==> src/rtl/pdr_pkg.sv <==
package pdr_pkg;

    // Register indices on the serial register port
    localparam logic [5:0] OFS_PERIOD = 6'h18;
    localparam logic [5:0] OFS_DUTY_A = 6'h19;
    localparam logic [5:0] OFS_DUTY_B = 6'h1A;
    localparam logic [5:0] OFS_DUTY_C = 6'h1B;
    localparam logic [5:0] OFS_DRIVE = 6'h1C;

    // Field layout
    localparam int DUTY_W = 12;
    localparam int PARITY_POS = 15;
    localparam int SEL_W = 3;
    localparam int SEL_A_POS = 0;
    localparam int SEL_B_POS = 4;
    localparam int SEL_C_POS = 8;

    // Reset values
    localparam logic [15:0] RST_PERIOD = 16'h0000;
    localparam logic [15:0] RST_DUTY = 16'h0000;
    localparam logic [15:0] RST_DRIVE = 16'h0777;

    // Drive select codes of one phase
    typedef enum logic [2:0] {
        SEL_OFF = 3'h0,
        SEL_LS_ON = 3'h1,
        SEL_HS_ON = 3'h2,
        SEL_RSVD3 = 3'h3,
        SEL_RSVD4 = 3'h4,
        SEL_LS_PWM = 3'h5,
        SEL_HS_PWM = 3'h6,
        SEL_HS_PWM_LS_INV = 3'h7
    } pdr_sel_type;

    // Gate drive pair of one half bridge
    typedef struct packed {
        logic hs;
        logic ls;
    } pdr_gate_type;

    // Parity bit placed in bit 15: makes the whole word even
    function automatic logic pdr_parity(input logic [14:0] bits);
        pdr_parity = ^bits;
    endfunction : pdr_parity

endpackage : pdr_pkg

==> src/rtl/pdr_phase.sv <==
`timescale 1ns/1ns
`default_nettype none

module pdr_phase #(
    parameter int CNT_W = 12
) (
    // Clock and reset
    input wire logic clk_sys,
    input wire logic rstn,
    // Generator state
    input wire logic gen_enable,
    input wire logic [CNT_W-1:0] count,
    input wire logic [CNT_W-1:0] duty,
    input wire logic [2:0] drive_select,
    // Gate outputs
    output pdr_pkg::pdr_gate_type gate
);

    logic pwm;
    pdr_pkg::pdr_gate_type nxt_gate;

    // Elaboration check: the comparator needs at least one counter bit
    if (CNT_W < 1) begin : g_bad_cnt_w
        $error("pdr_phase: CNT_W must be at least 1");
    end

    // Active while the counter is below the duty value
    assign pwm = gen_enable && (count < duty);

    // Decode of the drive select; reserved codes keep both sides off for safety
    always_comb begin
        nxt_gate = '0;
        if (gen_enable) begin
            unique case (pdr_pkg::pdr_sel_type'(drive_select))
                pdr_pkg::SEL_OFF: nxt_gate = '0;
                pdr_pkg::SEL_LS_ON: nxt_gate.ls = 1'b1;
                pdr_pkg::SEL_HS_ON: nxt_gate.hs = 1'b1;
                pdr_pkg::SEL_RSVD3: nxt_gate = '0;
                pdr_pkg::SEL_RSVD4: nxt_gate = '0;
                pdr_pkg::SEL_LS_PWM: nxt_gate.ls = pwm;
                pdr_pkg::SEL_HS_PWM: nxt_gate.hs = pwm;
                pdr_pkg::SEL_HS_PWM_LS_INV: begin
                    nxt_gate.hs = pwm;
                    nxt_gate.ls = !pwm; // No dead time is inserted here
                end
            endcase
        end
    end

    // Registered gate drive
    always_ff @(posedge clk_sys) begin
        if (!rstn) begin
            gate <= '0;
        end else begin
            gate <= nxt_gate;
        end
    end

endmodule : pdr_phase

`default_nettype wire

==> src/rtl/pdr_top.sv <==
// Operation
// The phase-B word keeps a 12-bit writable duty in bits 11..0, zero after reset, driving phase B.
// The phase-C word keeps a 12-bit writable duty in bits 11..0, zero after reset, driving phase C.
// Bit 15 of each duty word is read only and returns parity when the check enable is one, else zero.
// The phase-B duty word sits at index 1Ah and resets to 0000h.
// The phase-C duty word sits at index 1Bh and resets to 0000h.
// The drive select word sits at index 1Ch and resets to 0777h.
// A 12-bit writable period in bits 11..0 sets the period of all generated outputs.
// Each phase's 3-bit select gives off, low on, high on, low PWM, high PWM or high PWM with inverted low.
// Each phase compares a counter wrapping at the period against its duty.
`timescale 1ns/1ns
`default_nettype none

module pdr_top #(
    parameter int CNT_W = 12
) (
    // Clock and reset
    input wire logic clk_sys,
    input wire logic rstn,
    // Register port from the serial interface
    input wire logic [5:0] reg_addr,
    input wire logic [15:0] reg_wdata,
    input wire logic reg_wr,
    input wire logic reg_rd,
    output logic [15:0] reg_rdata,
    output logic reg_rvalid,
    // Mode controls
    input wire logic serial_check_enable,
    input wire logic gen_enable,
    // Gate drives
    output pdr_pkg::pdr_gate_type gate_a,
    output pdr_pkg::pdr_gate_type gate_b,
    output pdr_pkg::pdr_gate_type gate_c
);

    // Elaboration check: the field must leave bit 15 free for the parity bit
    if (CNT_W < 1 || CNT_W > 12) begin : g_bad_cnt_w
        $error("pdr_top: CNT_W must lie in 1..12");
    end

    // Bit positions of the words in the one-hot hit vectors
    localparam int HIT_PERIOD = 0;
    localparam int HIT_DUTY_A = 1;
    localparam int HIT_DUTY_B = 2;
    localparam int HIT_DUTY_C = 3;
    localparam int HIT_DRIVE = 4;
    localparam int HIT_W = 5;

    // Index decode shared by the write strobes and the read mux
    // Unmapped indices hit nothing, so writes there are dropped and reads return zero
    function automatic logic [HIT_W-1:0] decode_index(input logic [5:0] addr);
        decode_index = '0;
        unique case (addr)
            pdr_pkg::OFS_PERIOD: decode_index[HIT_PERIOD] = 1'b1;
            pdr_pkg::OFS_DUTY_A: decode_index[HIT_DUTY_A] = 1'b1;
            pdr_pkg::OFS_DUTY_B: decode_index[HIT_DUTY_B] = 1'b1;
            pdr_pkg::OFS_DUTY_C: decode_index[HIT_DUTY_C] = 1'b1;
            pdr_pkg::OFS_DRIVE: decode_index[HIT_DRIVE] = 1'b1;
            default: decode_index = '0; // Other indices belong to neighbouring logic
        endcase
    endfunction : decode_index

    logic [CNT_W-1:0] output_period_ff;
    logic [CNT_W-1:0] phase_a_duty_ff;
    logic [CNT_W-1:0] phase_b_duty_ff;
    logic [CNT_W-1:0] phase_c_duty_ff;
    logic [2:0] phase_a_drive_select_ff;
    logic [2:0] phase_b_drive_select_ff;
    logic [2:0] phase_c_drive_select_ff;
    logic [CNT_W-1:0] count_ff;
    logic [HIT_W-1:0] wr_hit;
    logic [HIT_W-1:0] rd_hit;
    logic cnt_wrap;
    logic [14:0] rd_bits;
    logic [15:0] nxt_rdata;

    // Write strobes per word; the index alone selects the read word
    assign wr_hit = reg_wr ? decode_index(reg_addr) : '0;
    // The read strobe only gates the capture into the answer register
    assign rd_hit = decode_index(reg_addr);

    // Period word; reserved bits of the write data are dropped
    always_ff @(posedge clk_sys) begin
        if (!rstn) begin
            output_period_ff <= pdr_pkg::RST_PERIOD[CNT_W-1:0];
        end else if (wr_hit[HIT_PERIOD]) begin
            output_period_ff <= reg_wdata[CNT_W-1:0];
        end
    end

    // Phase A duty word
    always_ff @(posedge clk_sys) begin
        if (!rstn) begin
            phase_a_duty_ff <= pdr_pkg::RST_DUTY[CNT_W-1:0];
        end else if (wr_hit[HIT_DUTY_A]) begin
            phase_a_duty_ff <= reg_wdata[CNT_W-1:0];
        end
    end

    // Phase B duty word
    always_ff @(posedge clk_sys) begin
        if (!rstn) begin
            phase_b_duty_ff <= pdr_pkg::RST_DUTY[CNT_W-1:0];
        end else if (wr_hit[HIT_DUTY_B]) begin
            phase_b_duty_ff <= reg_wdata[CNT_W-1:0];
        end
    end

    // Phase C duty word
    always_ff @(posedge clk_sys) begin
        if (!rstn) begin
            phase_c_duty_ff <= pdr_pkg::RST_DUTY[CNT_W-1:0];
        end else if (wr_hit[HIT_DUTY_C]) begin
            phase_c_duty_ff <= reg_wdata[CNT_W-1:0];
        end
    end

    // Drive selects of the three phases share one word
    // Reserved codes are stored as written; the phase decoder keeps both sides off for them
    always_ff @(posedge clk_sys) begin
        if (!rstn) begin
            phase_a_drive_select_ff <= pdr_pkg::RST_DRIVE[pdr_pkg::SEL_A_POS +: pdr_pkg::SEL_W];
            phase_b_drive_select_ff <= pdr_pkg::RST_DRIVE[pdr_pkg::SEL_B_POS +: pdr_pkg::SEL_W];
            phase_c_drive_select_ff <= pdr_pkg::RST_DRIVE[pdr_pkg::SEL_C_POS +: pdr_pkg::SEL_W];
        end else if (wr_hit[HIT_DRIVE]) begin
            phase_a_drive_select_ff <= reg_wdata[pdr_pkg::SEL_A_POS +: pdr_pkg::SEL_W];
            phase_b_drive_select_ff <= reg_wdata[pdr_pkg::SEL_B_POS +: pdr_pkg::SEL_W];
            phase_c_drive_select_ff <= reg_wdata[pdr_pkg::SEL_C_POS +: pdr_pkg::SEL_W];
        end
    end

    // Read mux, low bits only, reserved bits as zero
    always_comb begin
        rd_bits = '0;
        if (rd_hit[HIT_PERIOD]) begin
            rd_bits[CNT_W-1:0] = output_period_ff;
        end
        if (rd_hit[HIT_DUTY_A]) begin
            rd_bits[CNT_W-1:0] = phase_a_duty_ff;
        end
        if (rd_hit[HIT_DUTY_B]) begin
            rd_bits[CNT_W-1:0] = phase_b_duty_ff;
        end
        if (rd_hit[HIT_DUTY_C]) begin
            rd_bits[CNT_W-1:0] = phase_c_duty_ff;
        end
        if (rd_hit[HIT_DRIVE]) begin
            rd_bits[pdr_pkg::SEL_A_POS +: pdr_pkg::SEL_W] = phase_a_drive_select_ff;
            rd_bits[pdr_pkg::SEL_B_POS +: pdr_pkg::SEL_W] = phase_b_drive_select_ff;
            rd_bits[pdr_pkg::SEL_C_POS +: pdr_pkg::SEL_W] = phase_c_drive_select_ff;
        end
        nxt_rdata = {1'b0, rd_bits};
        // Parity is computed at read time, so with the check enabled it always matches the word sent
        nxt_rdata[pdr_pkg::PARITY_POS] = serial_check_enable && pdr_pkg::pdr_parity(rd_bits);
    end

    // Read valid pulses in the cycle after the strobe
    always_ff @(posedge clk_sys) begin
        if (!rstn) begin
            reg_rvalid <= 1'b0;
        end else begin
            reg_rvalid <= reg_rd;
        end
    end

    // Read data is captured only on a read, so it holds until the next one
    always_ff @(posedge clk_sys) begin
        if (!rstn) begin
            reg_rdata <= 16'h0000;
        end else if (reg_rd) begin
            reg_rdata <= nxt_rdata;
        end
    end

    // Last count of a period; a zero period keeps the counter at zero
    assign cnt_wrap = (output_period_ff == '0) || (count_ff >= output_period_ff - 1'b1);

    // Free-running counter 0..period-1, stopped at zero outside generation mode
    // No shadow register: a new period or duty acts within the running period
    always_ff @(posedge clk_sys) begin
        if (!rstn) begin
            count_ff <= '0;
        end else if (!gen_enable || cnt_wrap) begin
            count_ff <= '0;
        end else begin
            count_ff <= count_ff + 1'b1;
        end
    end

    // One comparator and decoder per half bridge
    pdr_phase #(.CNT_W(CNT_W)) u_phase_a (
        .clk_sys(clk_sys),
        .rstn(rstn),
        .gen_enable(gen_enable),
        .count(count_ff),
        .duty(phase_a_duty_ff),
        .drive_select(phase_a_drive_select_ff),
        .gate(gate_a)
    );

    // Phase B half bridge
    pdr_phase #(.CNT_W(CNT_W)) u_phase_b (
        .clk_sys(clk_sys),
        .rstn(rstn),
        .gen_enable(gen_enable),
        .count(count_ff),
        .duty(phase_b_duty_ff),
        .drive_select(phase_b_drive_select_ff),
        .gate(gate_b)
    );

    // Phase C half bridge
    pdr_phase #(.CNT_W(CNT_W)) u_phase_c (
        .clk_sys(clk_sys),
        .rstn(rstn),
        .gen_enable(gen_enable),
        .count(count_ff),
        .duty(phase_c_duty_ff),
        .drive_select(phase_c_drive_select_ff),
        .gate(gate_c)
    );

endmodule : pdr_top

`default_nettype wire

==> config.mk <==
export PLATFORM = sky130hd
export DESIGN_NAME = pdr_top
export DESIGN_NICKNAME = d
export VERILOG_FILES = /design/src/rtl/pdr_pkg.sv /design/src/rtl/pdr_phase.sv /design/src/rtl/pdr_top.sv
export SDC_FILE = /design/constraint.sdc
export NUM_CORES = 1
export LEC_CHECK = 0
export ABC_CLOCK_PERIOD_IN_PS = 2490
export BUFFER_PORTS_ARGS = -buffer_cell sky130_fd_sc_hd__buf_4
export CELL_PAD_IN_SITES_DETAIL_PLACEMENT = 0
export CELL_PAD_IN_SITES_GLOBAL_PLACEMENT = 1
export CORE_MARGIN = 2
export CORE_UTILIZATION = 25
export CTS_CLUSTER_SIZE = 12
export DETAILED_ROUTE_END_ITERATION = 16
export PLACE_DENSITY = 0.56
export SLEW_MARGIN = 20
export SYNTH_ARGS = -nofsm -noshare
export SYNTH_HDL_FRONTEND = slang
export SYNTH_SLANG_ARGS = --single-unit
==> constraint.sdc <==
create_clock -name clk_sys -period 2.49 [get_ports clk_sys]
set_input_delay 0.3735 -clock clk_sys [delete_from_list [all_inputs] [get_ports clk_sys]]
set_output_delay 0.3735 -clock clk_sys [all_outputs]
set_load 0.1 [all_outputs]
==> run summary <==
The flow ran to the end, but the final reports show violations. The checks that failed: setup timing. The required time of the critical path is 2750 ps, and the number of failing setup endpoints in the final timing report is 11. Timing would allow up to 0.393 GHz. The hold violation total from the final report was 0. For this design the ratio of total power to cell area is 485 nW/um^2. The signal on the critical path passes through inv_1 -> ha_1 -> ha_1 -> a21o_1 -> a21o_1 -> a21o_1 -> a21o_1 -> a21o_1 -> a211o_4 -> a211oi_1. The synthesized design contains 0 enable-type register cells. Tracing the worst setup path back leads to its startpoint at output_period_ff[0]. The run gives 0 as the number of synthesis warnings. For the pin with the worst max-slew slack, the measured transition is 515 ps.

The overall die height came out at 151 microns. The tightest min-delay check is of the in -> reg type. For the number of diodes added for antenna fixing, the log shows 0.

After routing the design area is 6590 sq um. Dividing the detail-routed via count by the number of cells gives 4.58. After synthesis, flip-flops and latches occupy 33.1% of the total area. The synthesized netlist occupies a cell area of 5380 sq um.

The maximum cell stage delay along the critical path came out at 410 ps. Setup repair after global routing could not meet its margin everywhere. Input and output buffers added on the ports amount to 43.

Cells with a size suffix above 1 make up 20.6% of the layout. After legalization and detailed placement, the total HPWL measured 11200 microns. Once the floorplan was initialized, standard cells occupied 25.5% of the core. The primary flip-flop cell chosen by synthesis mapping was dfxtp_1. Of all nets on the critical path, the largest fanout is 12.

After the first detailed-routing iteration, the DRC count stood at 176. The die outline area is 22700 sq um, and the layout overhead on the synthesized area is 22.5%. The number of max-cap violations is 0, and the final critical delay including setup and external delays is 2550 ps.

After synthesis the netlist holds a flip-flop and latch count of 89. For this design, the slowest cell found on the critical path is a211o_4. The worst setup path category is reg -> reg.

The congestion estimate from routability-driven global placement came to 0.786. In this run the tightest slew margin relative to its limit is 65.6%. The overall routed net length was 14900 microns; the count of unresolved DRC violations after routing was 0. Clock tree synthesis found a total of 89 sinks.

The overall global routing resource usage was 13.8%. Row generation in the floorplan step produced 53 rows. The clock skew after layout was 8.68 ps; the count of hold buffers inserted by post-cts repair was 0. Kind of launch point of the worst setup path: a register. The cell occurring most often along the worst timing path was a21o_1. After synthesis, the share of flip-flops with an asynchronous set or reset is 0%. The clock transition at the registers of the reported paths is 60 ps, and the arrival time of data at the critical path endpoint is 2810 ps.

CTS placed an instance of clkbuf_16 at the clock tree root. Dividing the final minimum period by the clock period gives 102%. The startpoint identified for the worst hold timing path is reg_wdata[5]. The first global-routing pass estimated 23600 microns of wire. Synthesis handed over a netlist of 563 instances. The longest clock path from root to sink contains 2 buffers.

The number of routed nets with antenna violations was 0; the max-slew violation count was 0. The run gives 0 as the number of antenna violations at the first check in global routing. Mean post-synth cell area: 9.55 sq um. During I/O placement, the number of pins put on the boundary was 51. Entering global routing, the biggest net connects 50 pins.

For this run, the detailed router's first-pass iteration total came to 4. The setup slack of the critical path after layout was -57.2 ps. TritonCTS built the clock tree. The area of placed instances was 6190 sq um; the floorplan core area was 21100 sq um.

Adding up every negative setup slack in the final design gives -376 ps. Counting distinct cell types in the post-synthesis netlist gives 47. The run gives 4147 as the count of vias placed by the detailed router. The worst register-to-register path begins at output_period_ff[0]. The tools report the via count of the first global-routing pass as 4183. The run gives 3 as the level count of the clock H-tree.

The average wire per cell in the routed design was 16.5 microns; the peak supply drop was 344 uV. The tools report the kind of capture point of the worst setup path as a register. The number of nets at the end of the flow is 702, and the static leakage is 3.18 nW. The tools report the overflow left after global routing as 0. Clock latency on the worst-skew pair, taken at its later pin, is 340 ps. Die width: 151 microns. TritonCTS created 9 clock buffers.
-- where the power goes --
group	switching (mW)	internal [mW]
Sequential	0.00992	1.44
Clock	0.561	0.865
Combinational	0.212	0.107
Total	0.783	2.41
-- cells in the mapped netlist (3+ instances only) --
cell,instances,area [sq um]
a21oi_1,8,40.0
clkbuf_1,16,60.1
o2bb2ai_1,3,26.3
nor2b_1,51,319
o211ai_1,3,22.5
o21ai_0,13,65.1
and4_1,3,26.3
mux4_2,10,225
and4b_1,3,30.0
xnor2_1,14,123
a21o_1,20,150
o211a_1,12,120
dfxtp_1,89,1780
nand2_1,35,131
nand2b_1,11,68.8
xor2_1,20,175
buf_2,8,40.0
nor2_1,10,37.5
nor3_1,6,30.0
buf_4,5,37.5
and3_1,4,25.0
mux2i_1,52,521
inv_1,43,161
and2_1,4,25.0
a211oi_1,17,128
a2111oi_0,3,26.3
ha_1,47,588
a22oi_1,6,45.0
nand3_1,23,115
-- logic make-up after synthesis --
family,after synthesis,synth area share (%)
mux,62,13.9
flops,89,33.1
other cells,1,0.0697
buf+inv,74,5.98
compound gates,95,13.5
xor+xnor,35,5.96
fa+ha+maj,47,10.9
simple gates,160,16.5
-- stage by stage --
| step | cells | setup WS, ps | util, % | hold WS [ps] | total power, mW |
|---|---|---|---|---|---|
| 5_1_grt | 905 | -238 | 31.2 | 304 | 3.31 |
| 3_3_place_gp | 889 | -86.0 | 29.3 | 454 | 1.80 |
| 3_5_place_dp | 889 | -175 | 29.3 | 470 | 1.80 |
| 2_1_floorplan | 565 | 1.38 | - | 473 | 1.70 |
| 4_1_cts | 905 | -72.8 | 31.0 | 282 | 3.24 |
| 6_report | 905 | -57.2 | 31.2 | 293 | 3.20 |
-- registers in the layout, summed over array words and instances (netlist names), 3 cells and up --
name	flops
phase_b_drive_select_ff	3
count_ff	12
reg_rdata	13
phase_a_duty_ff	12
phase_a_drive_select_ff	3
output_period_ff	12
phase_c_drive_select_ff	3
phase_b_duty_ff	12
phase_c_duty_ff	12
-- layout make-up --
class,instances,area (sq um)
Fill cell,2193,14500
Tap cell,275,344
Inverter,43,161
Clock buffer,10,229
Clock inverter,4,70.1
Multi-Input combinational cell,402,3370
Sequential cell,89,1790
Timing Repair Buffer,82,623
-- worst paths after layout --
check / to / slack [ps] / depth (start not counted)
setup reg to reg: count_ff[10] / -60 / 10
hold reg to reg: reg_rdata[15] / 470 / 2
hold / removal: phase_b_drive_select_ff[1] / 290 / 3
setup / recovery: count_ff[10] / -60 / 10
-- repair_timing --
action,CTS,global route
pin swaps,1,1
buffers inserted,2,0
cloned,0,1
setup endpoints to repair,12,12
endpoints found under the hold margin,0,0
resized for setup,9,13
-- layer usage --
layer	vias to the layer above	global-route usage (%)	routed length (microns)
met4	0	3.74	199
met3	13	2.61	605
met5	-	0	0
li1	2114	-	-
met2	74	23.4	7030
met1	1946	17.9	7070
-- critical path, delay by kind of cell, from the launching register on --
kind	cells	cell delay (ps)
AOI/OAI and AO/OA	7	1520
adders and majority gates	2	570
buffers and inverters	1	50
DFF	1	320
-- placed cells by master, fill, tap and decap left out, types with 2 or more instances in the layout --
cell type   n
dfxtp_1    86
buf_4      80
mux2i_1    52
nor2b_1    51
ha_1       47
inv_1      43
nand2_1    35
nand3_1    22
xor2_1     20
a21o_1     20
xnor2_1    14
o21ai_0    12
o211a_1    12
nand2b_1   11
a211oi_1   10
mux4_2     10
nor2_1      9
clkbuf_16   9
a21oi_1     7
a211oi_2    7
a22oi_1     6
nor3_1      4
and2_1      4
and3_1      4
o211ai_1    3
a2111oi_0   3
and4b_1     3
o2bb2ai_1   3
and4_1      3
conb_1      3
dfxtp_2     3
nand4_1     2
a21boi_0    2
a221oi_2    2
a22oi_2     2
bufinv_16   2
clkinv_2    2
buf_6       2
(Power assumes the default switching activity.)
